<file path="config.mk">
export PLATFORM = sky130hd
export DESIGN_NAME = mult_alu_pattern_slice
export DESIGN_NICKNAME = d
export VERILOG_FILES = /design/src/shared/slice_pkg.sv /design/src/rtl/mult_alu_pattern_slice.sv /design/src/rtl/pattern_match.sv
export SDC_FILE = /design/constraint.sdc
export NUM_CORES = 2
export LEC_CHECK = 0
export BUFFER_PORTS_ARGS = -buffer_cell sky130_fd_sc_hd__buf_2
export CAP_MARGIN = 40
export CELL_PAD_IN_SITES_DETAIL_PLACEMENT = 1
export CELL_PAD_IN_SITES_GLOBAL_PLACEMENT = 2
export CORE_UTILIZATION = 39
export CTS_CLUSTER_SIZE = 28
export DETAILED_ROUTE_END_ITERATION = 8
export MAX_ROUTING_LAYER = met4
export PLACE_DENSITY_LB_ADDON = 0.1
export SETUP_SLACK_MARGIN = 0.02
export SLEW_MARGIN = 20
export SYNTH_ARGS = -nofsm -noshare
export SYNTH_HDL_FRONTEND = slang
export SYNTH_SLANG_ARGS = --single-unit
</file>
<file path="constraint.sdc">
create_clock -name mclk_i -period 11.2 [get_ports mclk_i]
set_input_delay 2.8 -clock mclk_i [delete_from_list [all_inputs] [get_ports mclk_i]]
set_output_delay 2.8 -clock mclk_i [all_outputs]
set_load 0.02 [all_outputs]
</file>
<file path="src/shared/slice_pkg.sv">
// Constants, register map and mode encodings of the multiply/ALU slice.
// Assumes a single clock domain; shared by the slice and its bench.
package slice_pkg;

  // Operand and result widths.
  localparam int unsigned A_W = 25;
  localparam int unsigned B_W = 18;
  localparam int unsigned D_W = 25;
  localparam int unsigned PP_W = 43;
  localparam int unsigned P_W = 48;
  localparam int unsigned SEG_W = 12;
  localparam int unsigned SEG_N = 4;
  localparam int unsigned CASCADE_SHIFT = 17;

  // Byte addresses of the control and status words.
  localparam logic [4:0] CTRL_OFS = 5'h00;
  localparam logic [4:0] PAT_LO_OFS = 5'h04;
  localparam logic [4:0] PAT_HI_OFS = 5'h08;
  localparam logic [4:0] MASK_LO_OFS = 5'h0C;
  localparam logic [4:0] MASK_HI_OFS = 5'h10;
  localparam logic [4:0] STATUS_OFS = 5'h14;
  localparam logic [4:0] RES_LO_OFS = 5'h18;
  localparam logic [4:0] RES_HI_OFS = 5'h1C;

  // Field positions inside the control word.
  localparam int unsigned CTRL_PREADD_LSB = 0;
  localparam int unsigned CTRL_SIMD_LSB = 2;
  localparam int unsigned CTRL_PIPE_BIT = 4;
  localparam int unsigned CTRL_DET_BIT = 5;
  localparam int unsigned CTRL_PAT_C_BIT = 6;
  localparam int unsigned CTRL_MASK_C_BIT = 7;
  localparam int unsigned CTRL_OPSEL_REG_BIT = 8;
  localparam int unsigned CTRL_CSEL_REG_BIT = 9;

  // Values after reset, and the writable bits of the control word.
  localparam logic [31:0] CTRL_RESET = 32'h0000_0010;
  localparam logic [31:0] CTRL_WMASK = 32'h0000_03FF;
  localparam logic [47:0] PATTERN_RESET = 48'h0000_0000_0000;
  localparam logic [47:0] MASK_RESET = 48'h3FFF_FFFF_FFFF;

  // Pre-adder modes, Gray ordered.
  typedef enum logic [1:0] {
    PRE_ADD = 2'h0,
    PRE_SUB = 2'h1,
    PRE_NEG_A = 2'h3,
    PRE_BYPASS = 2'h2
  } preadd_mode_t;

  // Adder segmentation.
  typedef enum logic [1:0] {
    SIMD_ONE48 = 2'h0,
    SIMD_TWO24 = 2'h1,
    SIMD_FOUR12 = 2'h3
  } simd_mode_t;

endpackage

</file>
<file path="src/rtl/mult_alu_pattern_slice.sv">
// Multiply/ALU slice: pre-adder, 25x18 multiplier, three-input
// adder or logic unit with segmentation, and pattern detector.
// Assumes operands and dynamic controls come from logic on mclk_i;
// static configuration is written over an Avalon-MM slave.
//
// Local design decisions: the register offsets and the Avalon-MM interface to the registers.
`timescale 1ns/10ps
module mult_alu_pattern_slice (
  input wire logic mclk_i, // System clock, 200 MHz.
  input wire logic resetn_i, // Asynchronous reset, active low.
  input wire logic [24:0] a_i, // A operand.
  input wire logic [17:0] b_i, // B operand.
  input wire logic [47:0] c_i, // C operand, registered inside.
  input wire logic [24:0] d_i, // D operand.
  input wire logic carry_input_i, // Carry input from fabric.
  input wire logic [47:0] cascade_in_i, // Result of the adjacent slice.
  input wire logic carry_cascade_in_i, // Carry of the adjacent slice.
  input wire logic [3:0] alu_function_i, // ALU function.
  input wire logic [6:0] operand_select_i, // Operand selection.
  input wire logic [2:0] carry_source_select_i, // Carry source.
  input wire logic result_enable_i, // Result register enable.
  input wire logic result_reset_i, // Synchronous result reset.
  output logic [47:0] p_o, // Registered result.
  output logic [47:0] cascade_out_o, // Result to the adjacent slice.
  output logic [3:0] carry_out_o, // Registered segment carries.
  output logic carry_cascade_out_o, // Registered top carry.
  output logic pattern_match_flag_o, // Registered match flag.
  output logic complement_match_flag_o, // Registered complement flag.
  output logic overflow_o, // Registered overflow flag.
  output logic underflow_o, // Registered underflow flag.
  input wire logic [4:0] avs_address_i, // Avalon byte address.
  input wire logic avs_read_i, // Avalon read request.
  input wire logic avs_write_i, // Avalon write request.
  input wire logic [31:0] avs_writedata_i, // Avalon write data.
  input wire logic [3:0] avs_byteenable_i, // Avalon byte enables.
  output logic [31:0] avs_readdata_o, // Avalon read data.
  output logic avs_waitrequest_o // Avalon wait request.
);

  localparam int unsigned PW = slice_pkg::P_W;
  localparam int unsigned SW = slice_pkg::SEG_W;
  localparam int unsigned SN = slice_pkg::SEG_N;

  // The segment loop assumes the segments tile the result exactly.
  if (SW * SN != PW) begin : g_bad_seg
    $error("Segment width times count must equal result width.");
  end

  // Byte-lane merge of a bus write into a stored word.
  function automatic logic [31:0] merge_be(input logic [31:0] old_v,
                                           input logic [31:0] new_v,
                                           input logic [3:0] be);
    logic [31:0] r;
    r = old_v;
    for (int i = 0; i < 4; i++) begin
      if (be[i]) begin
        r[i*8 +: 8] = new_v[i*8 +: 8];
      end
    end
    return r;
  endfunction

  // Carry into segment k is cut when a segment boundary lies there.
  function automatic logic seg_blocked(input logic [1:0] mode,
                                       input int unsigned k);
    logic r;
    r = 1'b0;
    if (mode == slice_pkg::SIMD_FOUR12) begin
      r = 1'b1;
    end else if (mode == slice_pkg::SIMD_TWO24 && k == 2) begin
      r = 1'b1;
    end
    return r;
  endfunction

  // Reset release through two flip-flops.
  logic rst_meta;
  logic rst_n;
  always_ff @(posedge mclk_i or negedge resetn_i) begin
    if (!resetn_i) begin
      rst_meta <= 1'b0;
      rst_n <= 1'b0;
    end else begin
      rst_meta <= 1'b1;
      rst_n <= rst_meta;
    end
  end

  // Configuration registers.
  logic [31:0] ctrl;
  logic [47:0] pattern_cfg;
  logic [47:0] mask_cfg;
  logic bus_ack;
  logic bus_req;
  logic bus_wr;
  assign bus_req = avs_read_i | avs_write_i;
  assign bus_wr = avs_write_i & bus_ack;

  // One wait state on every access keeps read data a clean register.
  assign avs_waitrequest_o = bus_req & ~bus_ack;
  always_ff @(posedge mclk_i or negedge rst_n) begin
    if (!rst_n) begin
      bus_ack <= 1'b0;
    end else begin
      bus_ack <= bus_req & ~bus_ack;
    end
  end

  // Writes land at the edge where waitrequest is low; others are dropped.
  always_ff @(posedge mclk_i or negedge rst_n) begin
    if (!rst_n) begin
      ctrl <= slice_pkg::CTRL_RESET;
      pattern_cfg <= slice_pkg::PATTERN_RESET;
      mask_cfg <= slice_pkg::MASK_RESET;
    end else if (bus_wr) begin
      case (avs_address_i)
        slice_pkg::CTRL_OFS: begin
          ctrl <= merge_be(ctrl, avs_writedata_i, avs_byteenable_i)
                  & slice_pkg::CTRL_WMASK;
        end
        slice_pkg::PAT_LO_OFS: begin
          pattern_cfg[31:0] <= merge_be(pattern_cfg[31:0],
                                        avs_writedata_i, avs_byteenable_i);
        end
        slice_pkg::PAT_HI_OFS: begin
          pattern_cfg[47:32] <= 16'(merge_be({16'h0000, pattern_cfg[47:32]},
                                avs_writedata_i, avs_byteenable_i));
        end
        slice_pkg::MASK_LO_OFS: begin
          mask_cfg[31:0] <= merge_be(mask_cfg[31:0],
                                     avs_writedata_i, avs_byteenable_i);
        end
        slice_pkg::MASK_HI_OFS: begin
          mask_cfg[47:32] <= 16'(merge_be({16'h0000, mask_cfg[47:32]},
                             avs_writedata_i, avs_byteenable_i));
        end
        default: begin
        end
      endcase
    end
  end

  // Decoded configuration fields.
  logic [1:0] preadd_mode;
  logic [1:0] simd_mode;
  logic product_pipe_reg;
  logic detector_on_setting;
  logic pattern_from_c;
  logic mask_from_c;
  logic operand_select_reg_stage;
  logic carry_select_reg_stage;
  assign preadd_mode = ctrl[slice_pkg::CTRL_PREADD_LSB +: 2];
  assign simd_mode = ctrl[slice_pkg::CTRL_SIMD_LSB +: 2];
  assign product_pipe_reg = ctrl[slice_pkg::CTRL_PIPE_BIT];
  assign detector_on_setting = ctrl[slice_pkg::CTRL_DET_BIT];
  assign pattern_from_c = ctrl[slice_pkg::CTRL_PAT_C_BIT];
  assign mask_from_c = ctrl[slice_pkg::CTRL_MASK_C_BIT];
  assign operand_select_reg_stage = ctrl[slice_pkg::CTRL_OPSEL_REG_BIT];
  assign carry_select_reg_stage = ctrl[slice_pkg::CTRL_CSEL_REG_BIT];

  // Optional registered controls and the always-registered C operand.
  logic [6:0] opsel_q;
  logic [2:0] csel_q;
  logic [47:0] c_q;
  always_ff @(posedge mclk_i or negedge rst_n) begin
    if (!rst_n) begin
      opsel_q <= 7'h00;
      csel_q <= 3'h0;
      c_q <= 48'h0000_0000_0000;
    end else begin
      opsel_q <= operand_select_i;
      csel_q <= carry_source_select_i;
      c_q <= c_i;
    end
  end

  // Both stages are expected to match so carry and operands stay aligned.
  logic [6:0] opsel;
  logic [2:0] csel;
  assign opsel = operand_select_reg_stage ? opsel_q : operand_select_i;
  assign csel = carry_select_reg_stage ? csel_q : carry_source_select_i;

  // Pre-adder; it wraps, so operands must stay within 24 signed bits.
  logic signed [24:0] pre_out;
  always_comb begin
    case (preadd_mode)
      slice_pkg::PRE_ADD: pre_out = $signed(d_i) + $signed(a_i);
      slice_pkg::PRE_SUB: pre_out = $signed(d_i) - $signed(a_i);
      slice_pkg::PRE_NEG_A: pre_out = -$signed(a_i);
      slice_pkg::PRE_BYPASS: pre_out = $signed(d_i);
      default: pre_out = $signed(d_i);
    endcase
  end

  // Two partial products: low 17 B bits, and the negative weight of B[17].
  logic signed [42:0] pp_lo;
  logic signed [42:0] pp_hi;
  always_comb begin
    pp_lo = pre_out * $signed({1'b0, b_i[16:0]});
    pp_hi = b_i[17] ? -$signed({pre_out, 17'h0}) : 43'sh0;
  end

  // Product register, bypassed when the pipe stage is off.
  logic signed [42:0] pp_lo_q;
  logic signed [42:0] pp_hi_q;
  always_ff @(posedge mclk_i or negedge rst_n) begin
    if (!rst_n) begin
      pp_lo_q <= 43'sh0;
      pp_hi_q <= 43'sh0;
    end else begin
      pp_lo_q <= pp_lo;
      pp_hi_q <= pp_hi;
    end
  end

  logic [47:0] m_lo;
  logic [47:0] m_hi;
  assign m_lo = product_pipe_reg ? 48'(pp_lo_q) : 48'(pp_lo);
  assign m_hi = product_pipe_reg ? 48'(pp_hi_q) : 48'(pp_hi);

  // Result register contents, read back by the operand multiplexers.
  logic [47:0] p;
  logic [47:0] ab;
  assign ab = {{5{a_i[24]}}, a_i, b_i};

  // X, Y and Z multiplexers.
  logic [47:0] x_mux;
  logic [47:0] y_mux;
  logic [47:0] z_mux;
  always_comb begin
    case (opsel[1:0])
      2'h0: x_mux = 48'h0000_0000_0000;
      2'h1: x_mux = m_lo;
      2'h2: x_mux = p;
      2'h3: x_mux = ab;
      default: x_mux = 48'h0000_0000_0000;
    endcase
    case (opsel[3:2])
      2'h0: y_mux = 48'h0000_0000_0000;
      2'h1: y_mux = m_hi;
      2'h2: y_mux = 48'hFFFF_FFFF_FFFF;
      2'h3: y_mux = c_q;
      default: y_mux = 48'h0000_0000_0000;
    endcase
    case (opsel[6:4])
      3'h0: z_mux = 48'h0000_0000_0000;
      3'h1: z_mux = cascade_in_i;
      3'h2: z_mux = p;
      3'h3: z_mux = c_q;
      3'h4: z_mux = p;
      3'h5: z_mux = 48'($signed(cascade_in_i) >>> 17);
      3'h6: z_mux = 48'($signed(p) >>> 17);
      default: z_mux = 48'h0000_0000_0000;
    endcase
  end

  // Carry source; feedback choices need the result register in use.
  logic carry_cascade_q;
  logic carry_in;
  always_comb begin
    case (csel)
      3'h0: carry_in = carry_input_i;
      3'h1: carry_in = ~cascade_in_i[47];
      3'h2: carry_in = carry_cascade_in_i;
      3'h3: carry_in = cascade_in_i[47];
      3'h4: carry_in = carry_cascade_q;
      3'h5: carry_in = ~p[47];
      3'h6: carry_in = a_i[24] ~^ b_i[17];
      3'h7: carry_in = p[47];
      default: carry_in = carry_input_i;
    endcase
  end

  // Subtraction as ~(~Z + X + Y + c): function bit 0 inverts Z,
  // bit 1 inverts the sum; this form survives segmentation intact.
  logic [47:0] z_op;
  logic [47:0] arith_res;
  logic [1:0] seg_carry [SN+1];
  logic [SW+1:0] seg_sum [SN];
  logic [3:0] seg_cout;
  assign z_op = z_mux ^ {48{alu_function_i[0]}};
  assign seg_carry[0] = {1'b0, carry_in};

  // Segment chain; the mode is static, the function stays dynamic.
  for (genvar k = 0; k < SN; k++) begin : g_seg
    logic [1:0] cin_k;
    assign cin_k = (k != 0 && seg_blocked(simd_mode, k)) ? 2'h0
                   : seg_carry[k];
    assign seg_sum[k] = {2'h0, x_mux[k*SW +: SW]}
                      + {2'h0, y_mux[k*SW +: SW]}
                      + {2'h0, z_op[k*SW +: SW]}
                      + {{SW{1'b0}}, cin_k};
    assign seg_carry[k+1] = seg_sum[k][SW+1:SW];
    assign arith_res[k*SW +: SW] = seg_sum[k][SW-1:0]
                                   ^ {SW{alu_function_i[1]}};
    assign seg_cout[k] = seg_sum[k][SW] ^ alu_function_i[1];
  end

  // Logic unit: bit 0 inverts Z, Y ones turns AND into OR, bit 1 inverts.
  logic [47:0] z_lg;
  logic [47:0] g_lg;
  logic [47:0] logic_res;
  logic y_ones;
  assign y_ones = (opsel[3:2] == 2'h2);
  always_comb begin
    z_lg = alu_function_i[0] ? ~z_mux : z_mux;
    if (!alu_function_i[3]) begin
      g_lg = x_mux ^ z_mux ^ {48{alu_function_i[0] ^ alu_function_i[1]}};
      logic_res = y_ones ? ~g_lg : g_lg;
    end else begin
      g_lg = y_ones ? (x_mux | z_lg) : (x_mux & z_lg);
      logic_res = alu_function_i[1] ? ~g_lg : g_lg;
    end
  end

  // Function bit 2 selects the logic unit over the adder.
  logic [47:0] alu_res;
  assign alu_res = alu_function_i[2] ? logic_res : arith_res;

  // Pattern and mask sources, each chosen on its own.
  logic [47:0] pattern_sel;
  logic [47:0] mask_sel;
  logic pd_next;
  logic pbd_next;
  assign pattern_sel = pattern_from_c ? c_q : pattern_cfg;
  assign mask_sel = mask_from_c ? c_q : mask_cfg;

  // The check looks at the next result so its flags land with it.
  pattern_match #(
    .W(48)
  ) u_detect (
    .result_i(alu_res),
    .pattern_i(pattern_sel),
    .mask_i(mask_sel),
    .match_o(pd_next),
    .complement_match_o(pbd_next)
  );

  // Result, carries and flags share one enable and one reset.
  logic pd_q;
  logic pbd_q;
  logic ovf_q;
  logic unf_q;
  logic [3:0] cout_q;
  always_ff @(posedge mclk_i or negedge rst_n) begin
    if (!rst_n) begin
      p <= 48'h0000_0000_0000;
      cout_q <= 4'h0;
      carry_cascade_q <= 1'b0;
      pd_q <= 1'b0;
      pbd_q <= 1'b0;
      ovf_q <= 1'b0;
      unf_q <= 1'b0;
    end else if (result_reset_i) begin
      p <= 48'h0000_0000_0000;
      cout_q <= 4'h0;
      carry_cascade_q <= 1'b0;
      pd_q <= 1'b0;
      pbd_q <= 1'b0;
      ovf_q <= 1'b0;
      unf_q <= 1'b0;
    end else if (result_enable_i) begin
      p <= alu_res;
      cout_q <= seg_cout;
      carry_cascade_q <= seg_cout[3];
      pd_q <= detector_on_setting & pd_next;
      pbd_q <= detector_on_setting & pbd_next;
      // Falling edges compare with the held flags, so they need the
      // result register clocking while these outputs are watched.
      ovf_q <= detector_on_setting & pd_q & ~pd_next;
      unf_q <= detector_on_setting & pbd_q & ~pbd_next;
    end
  end

  // Registered outputs.
  assign p_o = p;
  assign cascade_out_o = p;
  assign carry_out_o = cout_q;
  assign carry_cascade_out_o = carry_cascade_q;
  assign pattern_match_flag_o = pd_q;
  assign complement_match_flag_o = pbd_q;
  assign overflow_o = ovf_q;
  assign underflow_o = unf_q;

  // Read data is registered in the wait cycle; unmapped reads give zero.
  logic [31:0] status;
  assign status = {24'h000000, cout_q, unf_q, ovf_q, pbd_q, pd_q};
  always_ff @(posedge mclk_i or negedge rst_n) begin
    if (!rst_n) begin
      avs_readdata_o <= 32'h0000_0000;
    end else if (avs_read_i && !bus_ack) begin
      case (avs_address_i)
        slice_pkg::CTRL_OFS: avs_readdata_o <= ctrl;
        slice_pkg::PAT_LO_OFS: avs_readdata_o <= pattern_cfg[31:0];
        slice_pkg::PAT_HI_OFS:
          avs_readdata_o <= {16'h0000, pattern_cfg[47:32]};
        slice_pkg::MASK_LO_OFS: avs_readdata_o <= mask_cfg[31:0];
        slice_pkg::MASK_HI_OFS: avs_readdata_o <= {16'h0000, mask_cfg[47:32]};
        slice_pkg::STATUS_OFS: avs_readdata_o <= status;
        slice_pkg::RES_LO_OFS: avs_readdata_o <= p[31:0];
        slice_pkg::RES_HI_OFS: avs_readdata_o <= {16'h0000, p[47:32]};
        default: avs_readdata_o <= 32'h0000_0000;
      endcase
    end
  end

endmodule

</file>
<file path="src/rtl/pattern_match.sv">
// Masked equality check of a 48-bit word against a pattern.
// Purely combinational; the caller registers the flags.
`timescale 1ns/10ps
module pattern_match #(
  parameter int unsigned W = 48
) (
  input wire logic [W-1:0] result_i, // Word under test.
  input wire logic [W-1:0] pattern_i, // Pattern to compare.
  input wire logic [W-1:0] mask_i, // Ones mark ignored bits.
  output logic match_o, // All unmasked bits equal pattern.
  output logic complement_match_o // All unmasked bits equal ~pattern.
);

  // A masked bit always counts as equal, so only unmasked bits decide.
  assign match_o = &((result_i ~^ pattern_i) | mask_i);
  assign complement_match_o = &((result_i ^ pattern_i) | mask_i);

endmodule

</file>
-- Yosys cells after proc, flatten, opt, wreduce, memory -nomap -nowiden
Index checks and enable logic that the tools add are counted.
Widths: inputs -> output; s select.
- register bits: 342
- bits in latches: 0
- RAM bits: 0
- ROM bits: 0
- input bits: 227
- output and inout port bits: 138
- logic and storage cells: 178
- memories: 0
- add/subtract/negate cells: 16
- $mul: 1
- div/mod/pow operators: 0
- $lt $le $gt $ge: 0
- equality and inequality tests: 31
- shift-type cells: 0
- muxes and demuxes: 39
- bitwise gates (word level): 36
- reduce and logical (&&, ||, !) cells: 25
- operators with widths (kind ; number):
    $mux 48 ; 12
    $pmux 48 s4 ; 2
    $pmux 32 s8 ; 1
    $pmux 48 s5 ; 1
    $xor 48x48->48 ; 4
    $not 48->48 ; 3
    $or 48x48->48 ; 3
    $pmux 25 s4 ; 1
    $reduce_and 48->1 ; 2
    $add 12x12->13 ; 4
    $and 48x48->48 ; 1
    $xnor 48x48->48 ; 1
    $xor 12x12->12 ; 4
    $mul 25x18->43 ; 1
    $mux 43 ; 1
    $neg 42->43 ; 1
    $add 13x12->14 ; 3
    $reduce_and 3->1 ; 14
    $add 14x2->14 ; 2
    $add 25x25->25 ; 1
    $neg 25->25 ; 1
    $sub 25x25->25 ; 1
    $eq 3x3->1 const B ; 7
    $eq 5x5->1 const B ; 4
    other kinds (27) ; 73

-- Depth between registers and ports, before layout
- depth in word-level cells: 24
- gate-level depth with buffers: 84
- depth with buffers taken out: 79

-- Cells and area by module
Synthesis repeated with hierarchy kept, for this count alone.
- cell total of the unflattened synthesis: 5064
- area, all modules: 44590.3 µm²
- modules (own cells, without submodules) (module ; times used ; cells an instance ; area each (µm²)):
    mult_alu_pattern_slice ; 1 ; 4913 ; 43536.8
    pattern_match ; 1 ; 151 ; 1053.5

-- Least setup slack after synthesis
OpenSTA, ideal clock, no wires.
- path type: input to register
- start: input port a_i[1]
- end: register pd_q (netlist: pattern_match_flag_o)
- arrival time: 19668 ps
- required time: 11127 ps
- path slack: -8541 ps
- stages on the path: 75
- buffers on the path: 2
- cells stage by stage: inv_1 > ha_1 > or4b_1 > nand2b_4 > nor2_4 > nor2_1 > xnor2_1 > ha_1 > a21o_1 > a21o_1 > nor3_1 > o21ai_0 > o21a_1 > xnor2_1 > o21ai_0 > clkbuf_1 > clkbuf_1 > nand2_1 > [... 39 more ...] > fa_1 > ha_1 > fa_1 > a21o_1 > a21o_1 > a21o_1 > a21oi_1 > o21ai_0 > a31oi_1 > xnor2_1 > o21ai_0 > a2111oi_4 > mux2_2 > a2111oi_0 > nor4bb_1 > nand3_1 > o32ai_1 > nor2b_1
- word-level cells in the longest chain between the ends: 22
- ends and longest elaborated chain (what ; RTL line ; source):
    start: declaration ; mult_alu_pattern_slice.sv:11 ; input wire logic [24:0] a_i,
    $neg 25->25 (tied with other cells) ; mult_alu_pattern_slice.sv:189 ; slice_pkg::PRE_NEG_A: pre_out = -$signed(a_i);
    $pmux 25 s4 ; mult_alu_pattern_slice.sv:186 ; case (preadd_mode)
    $mul 25x18->43 ; mult_alu_pattern_slice.sv:199 ; pp_lo = pre_out * $signed({1'b0, b_i[16:0]});
    $mux 48 ; mult_alu_pattern_slice.sv:218 ; assign m_lo = product_pipe_reg ? 48'(pp_lo_q) : 48'(pp_lo);
    $pmux 48 s4 ; mult_alu_pattern_slice.sv:231 ; case (opsel[1:0])
    $add 12x12->13 ; mult_alu_pattern_slice.sv:290 ; + {2'h0, y_mux[k*SW +: SW]}
    $add 13x12->14 ; mult_alu_pattern_slice.sv:291 ; + {2'h0, z_op[k*SW +: SW]}
    $add 14x1->14 ; mult_alu_pattern_slice.sv:292 ; + {{SW{1'b0}}, cin_k};
    [... 6 more ...] ; - ;
    $xor 12x12->12 ; mult_alu_pattern_slice.sv:295 ; ^ {SW{alu_function_i[1]}};
    $mux 48 * ; mult_alu_pattern_slice.sv:318 ; assign alu_res = alu_function_i[2] ? logic_res : arith_res;
    $xnor 48x48->48 * ; pattern_match.sv:15 ; assign match_o = &((result_i ~^ pattern_i) | mask_i);
    $or 48x48->48 * ; pattern_match.sv:15 ;
    $reduce_and 48->1 * ; pattern_match.sv:15 ;
    $and 1x1->1 * ; mult_alu_pattern_slice.sv:366 ; pd_q <= detector_on_setting & pd_next;
    $mux 1 * ; mult_alu_pattern_slice.sv:362 ; end else if (result_enable_i) begin
    $mux 1 * ; mult_alu_pattern_slice.sv:354 ; end else if (result_reset_i) begin
    end signal: assignment ; mult_alu_pattern_slice.sv:366 ;
    end: declaration ; mult_alu_pattern_slice.sv:340 ; logic pd_q;
Every way passes the cells marked *; elsewhere a longest branch is shown, timed or not. The select of a mux whose other input is x is not followed.
A chain may end at the register's enable or synchronous reset.

-- Worst setup path in the final report
- start: input port a_i[0]
- end: register pd_q (netlist: pattern_match_flag_o)
Same word-level chain as after synthesis.

==> metrics.txt <==
synth-to-layout area growth 37.2%; Seq/Total Area, Yosys 0.162; largest net degree at the start of global routing 142; Synthesis Warnings 0; total grt overflow 0; Syn Std Cell Area 0.0505 sq mm; Slowest-stage cell, CP fa_1; minimum clock period 18.94 ns; # setup viols final 61; initial detailed-routing violation count 6703; Syn Inst Count 5973; top cells by area, synth fa_1 (19%), dfrtp_1 (14%), ha_1 (5.2%); Final Worst Setup Slack -7.74 ns; number of global-route vias before repair 57700; CP Max Fanout 5; CTS Root Cell clkbuf_16; core area 0.128 sq mm; WP data required 11.76 ns; syn_nets 6882; Max Cap Viol 0; Routed WL 310000 um; Die ar. 0.131 sq mm; Worst EP arrival 19.50 ns; CP startpoint kind input port; die span in x 362 um; Place WS -8.36 ns; Post-synth top flop dfrtp_1; Vias per Instance 6.13; share of flip-flops with an asynchronous set or reset 1.00; Setup Skew 0.0280 ns; reg2reg start ctrl[1]$_DFFE_PN0P_; reg2reg setup slack -5.68 ns; worst slew pin tran 0.997 ns; Final Max Tran Viols 0; failing checks negative setup slack; die height 362 um; initial antenna violation count 41; Synth Area per Inst 8.46 sq um; FF+latch count, synth 324; Reg clk slew, reported paths 0.07 ns; post-route insts no fill 9247; RSZ-0062 raised after global routing true; average routed wire per standard cell 33.5 um; count of cell types in the netlist 125; Tcrit/Tclk final 1.69; FMAX 52.8 MHz; Ports 365; TNS Setup -187.81 ns; number of buffers created by CTS 41; Clock Path Buffers 3; delay of the slowest cell on the worst path 0.55 ns; DRC violations left 0; GPL Wtd Cong 1.11; number of nets in the layout 8355; total track usage 0.472; Max-slew headroom 0.335; worst hold path class reg -> async; share of the synthesized area in the top cell type 0.187; placed wire-length estimate 250000 um; num rows 131; reg2reg path depth 82; endpoints failing hold 0; most frequent cells after synthesis inv_1 (630), nand2_1 (580), fa_1 (472); effective utilization at floorplan 0.395; CTS sink count 324; utilization after layout 0.541; count leader, synth inv_1; critical path class in -> reg; worst skew pair latency 0.62 ns; first-pass GRT wire length 428000 um; placed cells 8989; PortBufs 364; Crit. End Element flip-flop; via count 56600; H-tree level count 2; Post-synth EDFFs 0; cell taking the most area after synthesis fa_1; Routed Antenna Nets 0; worst r2r dst pattern_match_flag_o$_DFFE_PN0P_; status complete, but fails checks; most frequent CP cell fa_1; TritonCTS clock tree done; layout cells sized above 1 0.361; first drt pass iteration count 6; hold_buf cts 0
## metrics by stage
step	hold slack (ns)	cell area [sq um]
floorplan	0.331	51500
global placement	0.337	63700
detailed placement	0.207	63900
CTS	0.214	67000
global route	0.223	69300
finish	0.211	69300
## area by class of cell
type | instances | area, sq um
Antenna cell | 40 | 100
Clock buffer | 50 | 1130
Clock inverter | 25 | 258
Fill cell | 14900 | 58700
Inverter | 637 | 2410
Multi-Input combinational cell | 4597 | 41300
Sequential cell | 324 | 8180
Tap cell | 1729 | 2160
Timing Repair Buffer | 1845 | 13800
## layout by cell type (no fill, tap or decap), types with 58 or more instances in the layout
cell,instances
a211oi_1,58
a21o_1,59
a21oi_1,201
and2_1,275
buf_2,363
buf_4,1365
buf_6,65
dfrtp_1,271
fa_1,454
ha_1,157
inv_1,599
mux2_2,151
mux2i_1,215
nand2_1,553
nand3_1,100
nand4_1,64
nor2_1,355
nor2b_1,66
nor3_1,74
o21ai_0,190
xnor2_1,260
xor2_1,65
## registers in the layout, summed over array words and instances (netlist names)
name,count
rst_meta,1
cascade_out_o,48
underflow_o,1
csel_q,3
c_q,48
pattern_cfg,48
carry_cascade_out_o,1
opsel_q,7
pattern_match_flag_o,1
complement_match_flag_o,1
rst_n,1
avs_readdata_o,32
ctrl,10
carry_out_o,3
pp_hi_q,26
bus_ack,1
mask_cfg,48
overflow_o,1
pp_lo_q,43
## layer usage
metal / GRT usage / part of all wire / vias to the layer above
li1: - / - / 23500
met1: 0.616 / 0.41 / 29200
met2: 0.666 / 0.42 / 3275
met3: 0.153 / 0.12 / 607
met4: 0.197 / 0.050 / 0
met5: - / 0 / -
## logic make-up (layout without fill, tap and decap cells)
logic type      after synthesis  count (layout)  share of synthesized area
buf+inv                    1052            2557                     0.0849
fa+ha+maj                   696             696                      0.242
compound gates             1288            1288                      0.180
flops                       324             324                      0.162
simple gates               1855            1855                      0.182
mux                         387             387                     0.0826
other cells                   1              41                  0.0000742
xor+xnor                    370             370                     0.0662
## how the worst max path moves through the flow
stage,endpoint,slack (ns),startpoint,depth (start not counted)
after floorplan,pattern_match_flag_o$_DFFE_PN0P_,-6.94,a_i[1],76
after global placement,complement_match_flag_o$_DFFE_PN0P_,-8.20,a_i[1],75
after detailed placement,pattern_match_flag_o$_DFFE_PN0P_,-8.36,a_i[1],82
after CTS,complement_match_flag_o$_DFFE_PN0P_,-7.26,a_i[1],78
after global routing,pattern_match_flag_o$_DFFE_PN0P_,-8.53,a_i[0],84
final,pattern_match_flag_o$_DFFE_PN0P_,-7.74,a_i[0],83
## worst max-delay path: cells and delay by family
kind | cells | cell delay [ns]
AO/OA/AOI/OAI | 26 | 4.94
multiplexers | 2 | 0.63
buffers and inverters | 15 | 1.55
adder cells (fa/ha/maj) | 17 | 6.01
AND/OR/NAND/NOR | 20 | 2.95
XOR/XNOR | 3 | 0.58
## repair_timing
| item | in CTS | in global routing |
|---|---|---|
| setup endpoints to repair | 63 | 66 |
| buffers inserted | 104 | 81 |
| resized for setup | 156 | 406 |
| pin swaps | 59 | 235 |
Power is left out: the tool's default activity adds up to more than one toggle a clock period on the data nets, which glitch-free logic cannot reach.
